## config.mk

```make
export PLATFORM = sky130hd
export DESIGN_NAME = enable_fault_clear_phase_select
export DESIGN_NICKNAME = d
export VERILOG_FILES = /design/src/design/enable_ctrl_pkg.sv /design/src/design/status_link_if.sv /design/src/design/enable_fault_clear_phase_select.sv /design/src/design/fault_status_bank.sv
export SDC_FILE = /design/constraint.sdc
export NUM_CORES = 1
export LEC_CHECK = 0
export ABC_AREA = 0
export BUFFER_PORTS_ARGS = -buffer_cell sky130_fd_sc_hd__buf_2
export CORE_MARGIN = 1.5
export CORE_UTILIZATION = 40
export CTS_BUF_LIST = sky130_fd_sc_hd__clkbuf_8
export DETAILED_ROUTE_END_ITERATION = 7
export PLACE_DENSITY = 0.71
export SETUP_SLACK_MARGIN = 0.4
export SLEW_MARGIN = 20
export SYNTH_ARGS = -nofsm -noshare
export SYNTH_HDL_FRONTEND = slang
export SYNTH_SLANG_ARGS = --single-unit
```

## constraint.sdc

```tcl
create_clock -name clock -period 5.5 [get_ports clock]
set_clock_uncertainty 0.05 [all_clocks]
set_input_delay 0.55 -clock clock [delete_from_list [all_inputs] [get_ports clock]]
set_output_delay 0.55 -clock clock [all_outputs]
set_load 0.01 [all_outputs]
```

## src/design/enable_ctrl_pkg.sv

```systemverilog
package enable_ctrl_pkg;

  // ----------------------------------------------------------------
  // command codes
  // ----------------------------------------------------------------
  localparam logic [7:0] CODE_ENABLE_CFG  = 8'h02;
  localparam logic [7:0] CODE_FAULT_CLEAR = 8'h03;
  localparam logic [7:0] CODE_PHASE       = 8'h04;

  // ----------------------------------------------------------------
  // enable source configuration layout
  // ----------------------------------------------------------------
  localparam logic [7:0] CFG_RESERVED_MASK = 8'hE0;
  localparam logic [7:0] CFG_RESET_DEFAULT = 8'h1F;
  localparam int unsigned BIT_POWER_UP = 4;
  localparam int unsigned BIT_CMD_SEL  = 3;
  localparam int unsigned BIT_PIN_SEL  = 2;
  localparam int unsigned BIT_POLARITY = 1;
  localparam int unsigned BIT_DELAY    = 0;

  // ----------------------------------------------------------------
  // phase selection
  // ----------------------------------------------------------------
  localparam logic [7:0] PHASE_RESET  = 8'hFF;
  localparam logic [7:0] PHASE_ALL    = 8'hFF;
  localparam logic [7:0] PHASE_LEADER = 8'h00;

  // ----------------------------------------------------------------
  // status layout and widths
  // ----------------------------------------------------------------
  localparam int unsigned FAULT_SOURCES = 4;
  localparam int unsigned STATUS_BAD_DATA = FAULT_SOURCES;
  localparam int unsigned STATUS_BAD_CMD  = FAULT_SOURCES + 1;
  localparam int unsigned STATUS_WIDTH    = FAULT_SOURCES + 2;
  localparam int unsigned TIME_WIDTH      = 16;

  // ----------------------------------------------------------------
  // conversion sequencing
  // ----------------------------------------------------------------
  typedef enum logic [1:0] {st_off, st_on, st_hold, st_ramp} conv_state_type;

endpackage

```

## src/design/status_link_if.sv

```systemverilog
`timescale 1ns/10ps
// status set, clear and alert signals between control and status bank
interface status_link_if #(
  parameter int unsigned WIDTH = 6
);
  logic [WIDTH-1:0] set_level;
  logic             clear;
  logic             ara_done;
  logic             rearm;
  logic [WIDTH-1:0] status;
  logic             alert;

  modport ctrl (output set_level, clear, ara_done, rearm, input status, alert);
  modport bank (input set_level, clear, ara_done, rearm, output status, alert);
endinterface
```

## src/design/enable_fault_clear_phase_select.sv

```systemverilog
`timescale 1ns/10ps
// What this block does
// - config bits 7:5 read zero, read-only
// - power-up bit clear: run whenever powered
// - command select clear: ignore run command
// - pin select clear: ignore pin, no UVLO
// - pin select set: pin starts and stops
// - polarity bit: 0 active low, 1 high
// - active-low pin disables pin UVLO function
// - delay clear: pin-off holds, then ramps down
// - delay set: pin-off stops conversion at once
// - enable/undervoltage pin is the control pin
// - bad config value rejected, flagged, alerted
// - send-byte clear empties status of selected phase
// - fault clear releases the alert output
// - fault clear never restarts latched-off unit
// - persisting fault re-sets bit and alerts
// - alert response releases alert, keeps status
// - old sources muted after response, new alert
// - last phase written targets later commands
// - phase resets FFh; FFh and values below phase_count valid
// - unsupported phase rejected, flagged, alerted
// - leader is phase 00h; followers use position
// - run bit enables only under command control
module enable_fault_clear_phase_select
  import enable_ctrl_pkg::*;
#(
  parameter int unsigned      NSRC       = FAULT_SOURCES,
  parameter int unsigned      TW         = TIME_WIDTH,
  parameter logic [7:0]       CFG_RESET  = CFG_RESET_DEFAULT
) (
  // clock and reset
  input  wire logic            clock,
  input  wire logic            srst,
  // decoded command port
  input  wire logic            cmd_valid,
  input  wire logic            cmd_read,
  input  wire logic            cmd_send,
  input  wire logic [7:0]      cmd_code,
  input  wire logic [7:0]      cmd_wdata,
  output logic                 rsp_valid,
  output logic                 rsp_reject,
  output logic [7:0]           rsp_rdata,
  // alert pin and alert response
  input  wire logic            ara_done,
  output logic                 alert_out,
  output logic                 alert_oe_n,
  // power conditions and run request
  input  wire logic            power_present,
  input  wire logic            uvlo_ok,
  input  wire logic            enable_undervoltage_pin,
  input  wire logic            run_enable,
  input  wire logic            latched_off,
  input  wire logic [TW-1:0]   hold_cycles,
  input  wire logic [TW-1:0]   ramp_cycles,
  // phase straps and configuration
  input  wire logic            follower_strap_pin,
  input  wire logic [1:0]      phase_position_setting,
  input  wire logic [2:0]      phase_count,
  // fault sources
  input  wire logic [NSRC-1:0] fault_level,
  // state outputs
  output logic                 conversion_on,
  output logic                 ramp_down,
  output logic                 pin_uvlo_enable,
  output logic [7:0]           enable_source_config,
  output logic [7:0]           phase_select,
  output logic [7:0]           own_phase,
  output logic                 phase_targets_me,
  output logic [NSRC+1:0]      status_bits
);

  import enable_ctrl_pkg::*;

  // ----------------------------------------------------------------
  // declarations
  // ----------------------------------------------------------------
  status_link_if #(.WIDTH(NSRC + 2)) link ();

  conv_state_type state;
  conv_state_type next_state;
  logic [TW-1:0]  count;
  logic [TW-1:0]  next_count;

  logic hit_cfg;
  logic hit_clear;
  logic hit_phase;
  logic hit_other;
  logic is_write;
  logic cfg_write;
  logic cfg_bad;
  logic cfg_read;
  logic clear_cmd;
  logic phase_write;
  logic phase_bad;
  logic phase_read;
  logic bad_cmd;
  logic bad_data;
  logic phase_ok_value;
  logic clear_hits_me;
  logic [7:0] next_rdata;
  logic       next_reject;

  logic power_up_behaviour;
  logic cmd_enable_select;
  logic pin_enable_select;
  logic pin_polarity_high;
  logic delay_immediate;
  logic pin_active;
  logic pin_gate;
  logic cmd_gate;
  logic source_on;
  logic supply_ok;
  logic want_on;
  logic pin_caused_off;
  logic [7:0] strap_phase;

  // ----------------------------------------------------------------
  // command decode
  // ----------------------------------------------------------------
  // transaction kind and target
  assign is_write  = ~cmd_read & ~cmd_send;
  assign hit_cfg   = cmd_valid & (cmd_code == CODE_ENABLE_CFG);
  assign hit_clear = cmd_valid & (cmd_code == CODE_FAULT_CLEAR);
  assign hit_phase = cmd_valid & (cmd_code == CODE_PHASE);
  assign hit_other = cmd_valid & ~hit_cfg & ~hit_clear & ~hit_phase;

  // config access
  assign cfg_write = hit_cfg & is_write;
  assign cfg_read  = hit_cfg & cmd_read;
  assign cfg_bad   = cfg_write & (|(cmd_wdata & CFG_RESERVED_MASK));

  assign clear_cmd = hit_clear & cmd_send;

  assign phase_ok_value = (cmd_wdata == PHASE_ALL) |
                          (cmd_wdata < {5'h00, phase_count});
  assign phase_write    = hit_phase & is_write;
  assign phase_read     = hit_phase & cmd_read;
  assign phase_bad      = phase_write & ~phase_ok_value;

  // wrong transaction kinds count as unsupported commands
  assign bad_cmd  = hit_other | (hit_cfg & cmd_send) |
                    (hit_clear & ~cmd_send) | (hit_phase & cmd_send);
  assign bad_data = cfg_bad | phase_bad;

  // read data; reserved config bits come back as zero
  assign next_rdata = cfg_read   ? enable_source_config :
                      phase_read ? phase_select : 8'h00;
  assign next_reject = bad_cmd | bad_data;

  // ----------------------------------------------------------------
  // registers written by commands
  // ----------------------------------------------------------------
  // config store; a rejected write leaves the old value
  always_ff @(posedge clock) begin
    if (srst) begin
      enable_source_config <= CFG_RESET & ~CFG_RESERVED_MASK;
    end else if (cfg_write & ~cfg_bad) begin
      enable_source_config <= cmd_wdata & ~CFG_RESERVED_MASK;
    end
  end

  // phase store
  always_ff @(posedge clock) begin
    if (srst) begin
      phase_select <= PHASE_RESET;
    end else if (phase_write & ~phase_bad) begin
      phase_select <= cmd_wdata;
    end
  end

  // response flops, one cycle after the command
  always_ff @(posedge clock) begin
    if (srst) begin
      rsp_valid  <= 1'b0;
      rsp_reject <= 1'b0;
      rsp_rdata  <= 8'h00;
    end else begin
      rsp_valid  <= cmd_valid;
      rsp_reject <= cmd_valid & next_reject;
      rsp_rdata  <= next_rdata;
    end
  end

  // ----------------------------------------------------------------
  // own phase identity
  // ----------------------------------------------------------------
  // grounded strap means leader
  assign strap_phase = follower_strap_pin ? {6'h00, phase_position_setting}
                                          : PHASE_LEADER;

  // straps are sampled while reset is held, so a moving strap
  // after release cannot change the identity
  always_ff @(posedge clock) begin
    if (srst) begin
      own_phase <= strap_phase;
    end
  end

  assign clear_hits_me = (phase_select == PHASE_ALL) | (phase_select == own_phase);

  // targeting flag for phase-dependent commands elsewhere
  always_ff @(posedge clock) begin
    if (srst) begin
      phase_targets_me <= 1'b1;
    end else begin
      phase_targets_me <= clear_hits_me;
    end
  end

  // ----------------------------------------------------------------
  // status bank and alert
  // ----------------------------------------------------------------
  // invalid data flagged
  assign link.set_level = {bad_cmd, bad_data, fault_level};
  assign link.clear     = clear_cmd & clear_hits_me;
  assign link.ara_done  = ara_done;
  // off-on toggle re-arms muted sources
  assign link.rearm     = (state == st_off) & (next_state == st_on);
  assign status_bits    = link.status;

  fault_status_bank #(.WIDTH(NSRC + 2)) u_bank (
    .clock (clock),
    .srst  (srst),
    .link  (link)
  );

  // open-drain alert: drive low while the bank requests it
  always_ff @(posedge clock) begin
    if (srst) begin
      alert_out  <= 1'b0;
      alert_oe_n <= 1'b1;
    end else begin
      alert_out  <= 1'b0;
      alert_oe_n <= ~link.alert;
    end
  end

  // ----------------------------------------------------------------
  // enable source evaluation
  // ----------------------------------------------------------------
  // config fields
  assign power_up_behaviour = enable_source_config[BIT_POWER_UP];
  assign cmd_enable_select  = enable_source_config[BIT_CMD_SEL];
  assign pin_enable_select  = enable_source_config[BIT_PIN_SEL];
  assign pin_polarity_high  = enable_source_config[BIT_POLARITY];
  assign delay_immediate    = enable_source_config[BIT_DELAY];

  assign pin_active = pin_polarity_high ? enable_undervoltage_pin
                                        : ~enable_undervoltage_pin;
  assign pin_gate = pin_enable_select ? pin_active : 1'b1;
  assign cmd_gate = cmd_enable_select ? run_enable : 1'b1;
  assign source_on = power_up_behaviour ? (cmd_gate & pin_gate) : 1'b1;

  assign supply_ok = power_present & uvlo_ok & ~latched_off;
  assign want_on   = supply_ok & source_on;

  // off caused by the pin alone, with supplies and run still good
  assign pin_caused_off = power_up_behaviour & pin_enable_select & ~pin_active &
                          cmd_gate & supply_ok;

  // pin UVLO usable only for a selected, active-high pin
  always_ff @(posedge clock) begin
    if (srst) begin
      pin_uvlo_enable <= 1'b0;
    end else begin
      pin_uvlo_enable <= pin_enable_select & pin_polarity_high;
    end
  end

  // ----------------------------------------------------------------
  // conversion sequencer
  // ----------------------------------------------------------------
  // a pin-off during the ramp finishes the ramp; a return of the
  // pin during the hold resumes regulation without a restart
  always_comb begin
    next_state = state;
    next_count = count;
    case (state)
      st_off: begin
        if (want_on) begin
          next_state = st_on;
        end
      end
      st_on: begin
        if (~want_on) begin
          if (pin_caused_off & ~delay_immediate) begin
            next_state = st_hold;
            next_count = hold_cycles;
          end else begin
            next_state = st_off;
          end
        end
      end
      st_hold: begin
        if (~supply_ok) begin
          next_state = st_off;
        end else if (want_on) begin
          next_state = st_on;
        end else if (count == '0) begin
          next_state = st_ramp;
          next_count = ramp_cycles;
        end else begin
          next_count = count - 1'b1;
        end
      end
      st_ramp: begin
        if (~supply_ok || count == '0) begin
          next_state = st_off;
        end else begin
          next_count = count - 1'b1;
        end
      end
      default: begin
        next_state = st_off;
        next_count = '0;
      end
    endcase
  end

  // sequencer state
  always_ff @(posedge clock) begin
    if (srst) begin
      state <= st_off;
      count <= '0;
    end else begin
      state <= next_state;
      count <= next_count;
    end
  end

  // registered conversion controls
  always_ff @(posedge clock) begin
    if (srst) begin
      conversion_on <= 1'b0;
      ramp_down     <= 1'b0;
    end else begin
      conversion_on <= (next_state != st_off);
      ramp_down     <= (next_state == st_ramp);
    end
  end

endmodule

```

## src/design/fault_status_bank.sv

```systemverilog
`timescale 1ns/10ps
module fault_status_bank #(
  parameter int unsigned WIDTH = 6
) (
  // clock and reset
  input wire logic          clock,
  input wire logic          srst,
  // control side
  status_link_if.bank       link
);
  import enable_ctrl_pkg::*;

  logic [WIDTH-1:0] suppressed;
  logic [WIDTH-1:0] next_status;
  logic [WIDTH-1:0] next_suppressed;
  logic             next_alert;

  // ----------------------------------------------------------------
  // per-bit sticky status and alert suppression
  // ----------------------------------------------------------------
  genvar i;
  generate
    for (i = 0; i < WIDTH; i++) begin : g_bit
      assign next_status[i] = link.set_level[i] | (link.status[i] & ~link.clear);
      // answered bits stay set, only muted
      assign next_suppressed[i] = (link.clear | link.rearm) ? 1'b0 :
                                  link.ara_done ? (suppressed[i] | link.status[i]
                                                   | link.set_level[i]) :
                                  suppressed[i];
      // status flops
      always_ff @(posedge clock) begin
        if (srst) begin
          link.status[i] <= 1'b0;
          suppressed[i]  <= 1'b0;
        end else begin
          link.status[i] <= next_status[i];
          suppressed[i]  <= next_suppressed[i];
        end
      end
    end
  endgenerate

  // alert follows any bit not yet answered
  assign next_alert = |(next_status & ~next_suppressed);

  // alert request flop
  always_ff @(posedge clock) begin
    if (srst) begin
      link.alert <= 1'b0;
    end else begin
      link.alert <= next_alert;
    end
  end

endmodule

```

==> results of run 1 <==
## metrics by stage
stage	worst slack, ns	instance area (µm²)	utilization, %
floorplan	3.22	3300	-
global placement	2.93	3800	48.7
detailed placement	2.82	3800	48.7
CTS	3.12	4030	51.6
global route	2.81	4030	51.6
finish	3.06	4030	51.6
## cell type report
class | count | share of cell area [%]
Inverter | 23 | 2.14
Sequential cell | 61 | 30.8
Clock inverter | 6 | 2.14
Clock buffer | 10 | 3.42
Multi-Input combinational cell | 290 | 45.0
Tap cell | 102 | 3.17
Timing Repair Buffer | 106 | 13.3
## registers in the layout, indices dropped and copies added, names as in the netlist, 2 cells and up
name and flops:
enable_source_config 5, state 2, count 16, rsp_rdata 8, u_bank.suppressed 6, u_bank.link.status 6
own_phase 2, phase_select 8
## power by group through the flow
stage,combinational (mW),clock [mW],sequential (mW)
after detailed placement,0.0891,0,0.470
after global placement,0.0870,0,0.469
after floorplan,0.0471,0,0.471
after CTS,0.0899,0.458,0.459
after global routing,0.0984,0.477,0.461
final,0.0899,0.451,0.459
## how the worst max path moves through the flow
stage,from,endpoint,slack [ns]
after floorplan,cmd_code[3],u_bank.link.alert$_SDFF_PP0_,3.22
after global placement,cmd_code[3],u_bank.link.alert$_SDFF_PP0_,2.93
after detailed placement,cmd_code[3],phase_select[2]$_SDFFE_PP1P_,2.82
after CTS,cmd_code[3],phase_select[5]$_SDFFE_PP1P_,3.12
after global routing,count[7]$_SDFFE_PP0P_,count[11]$_SDFFE_PP0P_,2.81
final,cmd_code[3],phase_select[5]$_SDFFE_PP1P_,3.06
## kinds of logic after synthesis
family / after synthesis / share of synthesized area [%]
simple gates: 153 / 25.5
compound gates: 110 / 23.3
flops: 61 / 38.1
buf+inv: 52 / 7.59
mux: 7 / 2.30
xor+xnor: 6 / 1.61
fa+ha+maj: 4 / 1.53
other cells: 1 / 0.115
## worst reg2reg max path, cell delays in order, from the launching register on
cell and delay, ns:
dfxtp_1 0.36, nor4_2 0.40, nand4_1 0.26, nor3_4 0.55, nand2_1 0.14, a311o_1 0.37, a21oi_1 0.15
## layer usage
metal	GRT usage, %	vias to the layer above	wire length (µm)
met3	3.66	15	511
met5	0	-	0
met1	27.5	1529	3930
met2	30.9	117	4090
met4	9.72	0	184
li1	-	1605	-
## Yosys cell counts, drive strengths merged (4+ instances only)
| master | number |
|---|---|
| a211o | 4 |
| a21oi | 29 |
| a22o | 5 |
| a311o | 10 |
| a31oi | 5 |
| buf | 16 |
| clkbuf | 13 |
| dfxtp | 59 |
| ha | 4 |
| inv | 23 |
| mux2i | 6 |
| nand2 | 23 |
| nand2b | 11 |
| nand3 | 10 |
| nand4 | 7 |
| nor2 | 55 |
| nor3 | 13 |
| nor4 | 5 |
| o21ai | 24 |
| o41ai | 4 |
| or3 | 5 |
| xnor2 | 4 |
==> key figures, run 1 <==
Clocking
  – Worst-case clock buffer depth: 2
  – Clock-pin transition on the worst setup and hold timing paths: 0.08 ns
  – CTS Sinks: 61
  – TritonCTS buffer count: 9
  – Hold buffers post-CTS: 0
  – Post_cts resized: 0
  – Clk Tree Root Cell: clkbuf_8
  – Clock latency on the worst-skew pair: 0.35 ns
  – CTS tree: yes
  – H-tree depth: 3
  – Postcts setup bufs: 0

Synthesis
  – Post-synth EDFFs: 2
  – Area leader, netlist: dfxtp_1
  – Post-synth top flop: dfxtp_1
  – Synth async-reset ratio: 0%
  – Largest cells by area after synthesis: dfxtp_1 36%, nor2_1 6.2%, a21oi_1 4.3%, o21ai_0 3.7%, a311o_1 3.1%
  – Area share of the largest cell type after synthesis: 36.2%
  – Synth Warn #: 0
  – Flops & latches, synth: 61
  – Synthesized area: 3260 µm²
  – Average cell area after synthesis: 8.28 µm²
  – Synth unique cells: 66
  – Synth Instances: 394
  – Register area share after synthesis: between 30% and 40%

Power and ir drop
  – Clock network power share: between 40 and 50%
  – Leakage: approximately 1.7 nW
  – Combinational fraction of design power: 9.0%
  – Flop pwr share: 45.9%
  – Switching Fraction: 23.9%
  – Pint: 761 µW
  – Power Density: between 200 and 250 nW/µm²
  – Power Total: 1.00 mW
  – Sw Pwr: 239 µW
  – Max IR drop VDD: 0.147 mV

Drt
  – DRT iter0 DRCs: approximately 150
  – Routed len/inst: 14.6 µm
  – Via density: 5.46
  – Via count: 3266
  – Detailed Route WL: around 8.7 mm
  – Post-route DRC violation count: 0
  – DRT Pass-1 Iters: 4
  – Routed Antenna Nets: 0

Die
  – Die width: 93.3 µm
  – # rows: 32
  – Die height: 93.3 µm
  – Die ar.: 8710 µm²
  – I/O pin count: 115
  – Initial cell density of the core: 41.8%
  – Core Footprint: 7810 µm²

Critical path
  – Levels on crit path: 6
  – CP bufs+invs: 1
  – CP required: ~5.7 ns
  – Setup crit end kind: flop
  – Reg2Reg Depth: 6
  – CP startpoint kind: input pin
  – Crit path DAT: 2.65 ns
  – R2R setup slack: 3.16 ns
  – Crit-path max cell delay: 0.86 ns
  – Critical path's slowest cell: nor4b_2
  – CP Max Fanout: 12
  – WS Path Type: in -> reg
  – Worst reg2reg startpoint: count[12]$_SDFFE_PP0P_
  – RR Endpoint: count[5]$_SDFFE_PP0P_
  – Delay-heaviest family, CP: simple AND/OR/NAND/NOR gates
  – Worst path cell trace: buf_2, nor4_4, nand4_1, nor4b_2, a21oi_1, o21ai_0

STA
  – Fmax: 0.409 GHz
  – Unrepaired setup endpoints after global routing: false
  – Setup violators final: 0
  – Measured slew at the worst slew-check pin: between 0.9 and 1 ns
  – Min cycle time layout: 2.44 ns
  – Hold WS: 0.367 ns
  – Period Utilization, post-route: 44.4%
  – Slew Viols, Final: 0
  – Hold Violations, Final: 0
  – Relative slew slack: ~37%
  – Setup_tns: 0 ns

Cells and area
  – Commonest non-fill, non-tap cell in the layout: buf_2
  – Seq. cell area: 1240 µm²
  – Area grow syn2layout: 23.5%
  – Ant. Diodes: 0
  – Layout cells sized above 1: 28.0%
  – Fillers: 774
  – Multi-input gate area: around 1800 µm²
  – Most frequent cells in the layout: 104 x buf_2, 59 x dfxtp_1, 54 x nor2_1
  – Final nets: 564
  – Fin cells: 598

Placement
  – Placed Instances: between 500 and 600
  – I/O Buffers: ~100
  – Hpwl dp: 6.29 mm
  – Gpl congestion: 0.820

Hold path
  – Hold path startpoint: u_bank.link.alert$_SDFF_PP0_
  – Worst Hold End: alert_oe_n$_SDFF_PP1_
  – HP Class: reg -> reg
  – Hold depth: 1

GRT
  – Vias in the first global route: 2898
  – Largest net degree at the start of global routing: 44
  – First-pass GRT wire length: roughly 14 mm
  – GRT Total Usage: 20.3%
  – Antenna violations before repair: 0
  – Remaining global-route overflow: 0

Flow run
  – Max Cap Viol: 0

Outcome
  – Status: finished, final reports clean
Power figures use the tool's default switching activity.
==> run 2, diff against run 1 <==
PLACE_DENSITY = 0.74   (was 0.71)
clock period = 2.1 ns   (was 5.5 ns; I/O delays follow)
==> key figures, run 2 (synthesis results as in run 1) <==
Cells and area
  – Area grow syn2layout: 50.1%
  – Fin cells: 649 (+8.5%)
  – Largest registers: count (16), phase_select (8), rsp_rdata (8)
  – Final Instance Area: 4900 µm² (+22%)
  – Layout cells sized above 1: 46.1% (+18 points)
  – Fillers: 650 (-16%)
  – Most frequent cells in the layout: 104 x buf_2, 48 x nor2_1, 44 x dfxtp_1
  – Biggest register: count
  – Core Util, Final: 62.7% (+11 points)
  – Max reg flops: 16 (unchanged)
  – Commonest non-fill, non-tap cell in the layout: buf_2
  – Ant. Diodes: 0 (unchanged)
  – Final nets: 615 (+9.0%)

Critical path
  – CP required: 2.27 ns (-3.44 ns)
  – CP Max Fanout: 5 (-7)
  – Worst reg2reg startpoint: count[13]$_SDFFE_PP0P_
  – Crit path DAT: 2.26 ns (-0.39 ns)
  – RR Endpoint: count[15]$_SDFFE_PP0P_
  – Worst setup startpoint: count[13]$_SDFFE_PP0P_
  – CP startpoint kind: flop
  – Reg2Reg Depth: 10 (+4)
  – WS Path Type: reg -> reg
  – R2R setup slack: 0.02 ns (-3.14 ns)
  – Setup crit end kind: flop

GRT
  – GR peak layer: met2
  – GRT Total Usage: 23.6% (+3.3 points)
  – Met1 Usage GRT: 29.7% (+2.3 points)
  – Met2 usage: 38.6% (+7.7 points)
  – First-pass GRT wire length: 16.1 mm (+16%)
  – Remaining global-route overflow: 0 (unchanged)
  – Antenna violations before repair: 0 (unchanged)
  – Vias in the first global route: 3359 (+16%)
  – Largest net degree at the start of global routing: 25 (-43%)
  – Global Route met3 Usage: 4.23% (+0.57 points)

Power and ir drop
  – Leakage: 2.09 nW (+22%)
  – Power Density: 537 nW/µm² (+120%)
  – Power Total: 2.63 mW (+160%)
  – Switching Fraction: 24.8% (+0.90 points)
  – Pint: 1.98 mW (+160%)
  – Flop pwr share: 45.8% (about the same)
  – Sw Pwr: 652 µW (+170%)
  – Clock network power share: 43.8% (-1.3 points)
  – Combinational fraction of design power: 10.4% (+1.4 points)
  – Max IR drop VDD: 0.325 mV (+120%)

Hold path
  – Hold depth: 2 (+1)
  – HP Class: in -> reg
  – Hold path startpoint: phase_position_setting[1]
  – Worst Hold End: own_phase[1]$_SDFFCE_PN0P_

Clocking
  – CTS tree: yes
  – Clock-pin transition on the worst setup and hold timing paths: 0.08 ns (about the same)
  – TritonCTS buffer count: 9 (unchanged)
  – CTS Sinks: 61 (unchanged)
  – Worst-case clock buffer depth: 2 (unchanged)
  – Clk Tree Root Cell: clkbuf_8
  – H-tree depth: 3 (unchanged)
  – Clock latency on the worst-skew pair: 0.35 ns (about the same)

STA
  – Fmax: 0.480 GHz
  – Unrepaired setup endpoints after global routing: true
  – Slew Viols, Final: 0 (unchanged)
  – Relative slew slack: 66.0% (+29 points)
  – Setup_tns: 0 ns (unchanged)
  – Setup violators final: 0 (unchanged)
  – Period Utilization, post-route: between 90% and 100%
  – Hold Violations, Final: 0 (unchanged)
  – Hold WS: 0.0807 ns (-0.286 ns)
  – Setup ws final: 0.0152 ns (-3.04 ns)
  – Min cycle time layout: 2.08 ns
  – Measured slew at the worst slew-check pin: 0.507 ns (-0.436 ns)

Placement
  – Cell Area, Placed: 4070 µm² (+6.9%)
  – Worst slack at placement: -0.0196 ns (-2.84 ns)
  – Placed Instances: 609 (+4.6%)
  – Gpl congestion: 0.883 (+7.7%)
  – Hpwl dp: 6.66 mm (+5.9%)
  – I/O Buffers: 104 (unchanged)

Die
  – I/O pin count: 115 (unchanged)
  – # rows: 32 (unchanged)
  – Die height: 93.3 µm (unchanged)
  – Initial cell density of the core: 41.8% (unchanged)
  – Die width: 93.3 µm (unchanged)
  – Core Footprint: 7810 µm² (unchanged)
  – Die ar.: 8710 µm² (unchanged)

Drt
  – Post-route DRC violation count: 0 (unchanged)
  – Via count: 3564 (+9.1%)
  – Routed len/inst: 15.7 µm (+7.5%)
  – Via density: 5.49 (+0.55%)
  – Routed Antenna Nets: 0 (unchanged)
  – DRT iter0 DRCs: 240 (+58%)
  – DRT Pass-1 Iters: 5 (+1)
  – Detailed Route WL: 10.2 mm (+17%)

Flow run
  – Max Cap Viol: 0 (unchanged)

Outcome
  – Status: finished, final reports clean
[run 2: cell type report]
type / count / area (µm²) / share of cell area [%]
Timing Repair Buffer: 156 / 1040 / 21.3
Tap cell: 102 / 128 / 2.61
Clock inverter: 7 / 92.6 / 1.89
Inverter: 23 / 86.3 / 1.76
Multi-Input combinational cell: 291 / 2160 / 44.1
Sequential cell: 61 / 1260 / 25.8
Clock buffer: 9 / 124 / 2.53
[run 2: power groups by stage]
stage	combinational, mW	clock (mW)	sequential [mW]
after floorplan	0.125	0	1.23
after global placement	0.233	0	1.23
after detailed placement	0.240	0	1.23
after CTS	0.256	1.16	1.20
after global routing	0.299	1.21	1.21
final	0.273	1.15	1.20
[run 2: worst max-delay path, stage by stage (launching register included)]
cell	delay (ns)
dfxtp_2	0.35
nor4_4	0.28
buf_4	0.16
nand4_1	0.12
buf_4	0.18
buf_6	0.12
o31ai_4	0.24
buf_6	0.17
a21oi_1	0.06
o21ai_1	0.15
a21oi_1	0.07
[run 2: worst max-delay path by stage]
stage	endpoint	cells after the start
after floorplan	u_bank.link.alert$_SDFF_PP0_	7
after global routing	count[13]$_SDFFE_PP0P_	10
after global placement	count[1]$_SDFFE_PP0P_	7
after CTS	u_bank.link.alert$_SDFF_PP0_	7
after detailed placement	count[1]$_SDFFE_PP0P_	7
final	count[15]$_SDFFE_PP0P_	10
[run 2: what timing repair did]
item,4_1_cts,5_1_grt
hold buffers,0,0
cloned,4,1
setup buffers,15,4
gates resized for setup,59,33
pin swaps,23,21
setup endpoints to repair,32,43
[run 2: per-layer routing]
| metal | part of all wire [%] | vias up |
|---|---|---|
| met2 | 50 | 125 |
| met4 | 2.4 | 0 |
| li1 | - | 1716 |
| met3 | 5.2 | 20 |
| met5 | 0 | - |
| met1 | 43 | 1703 |
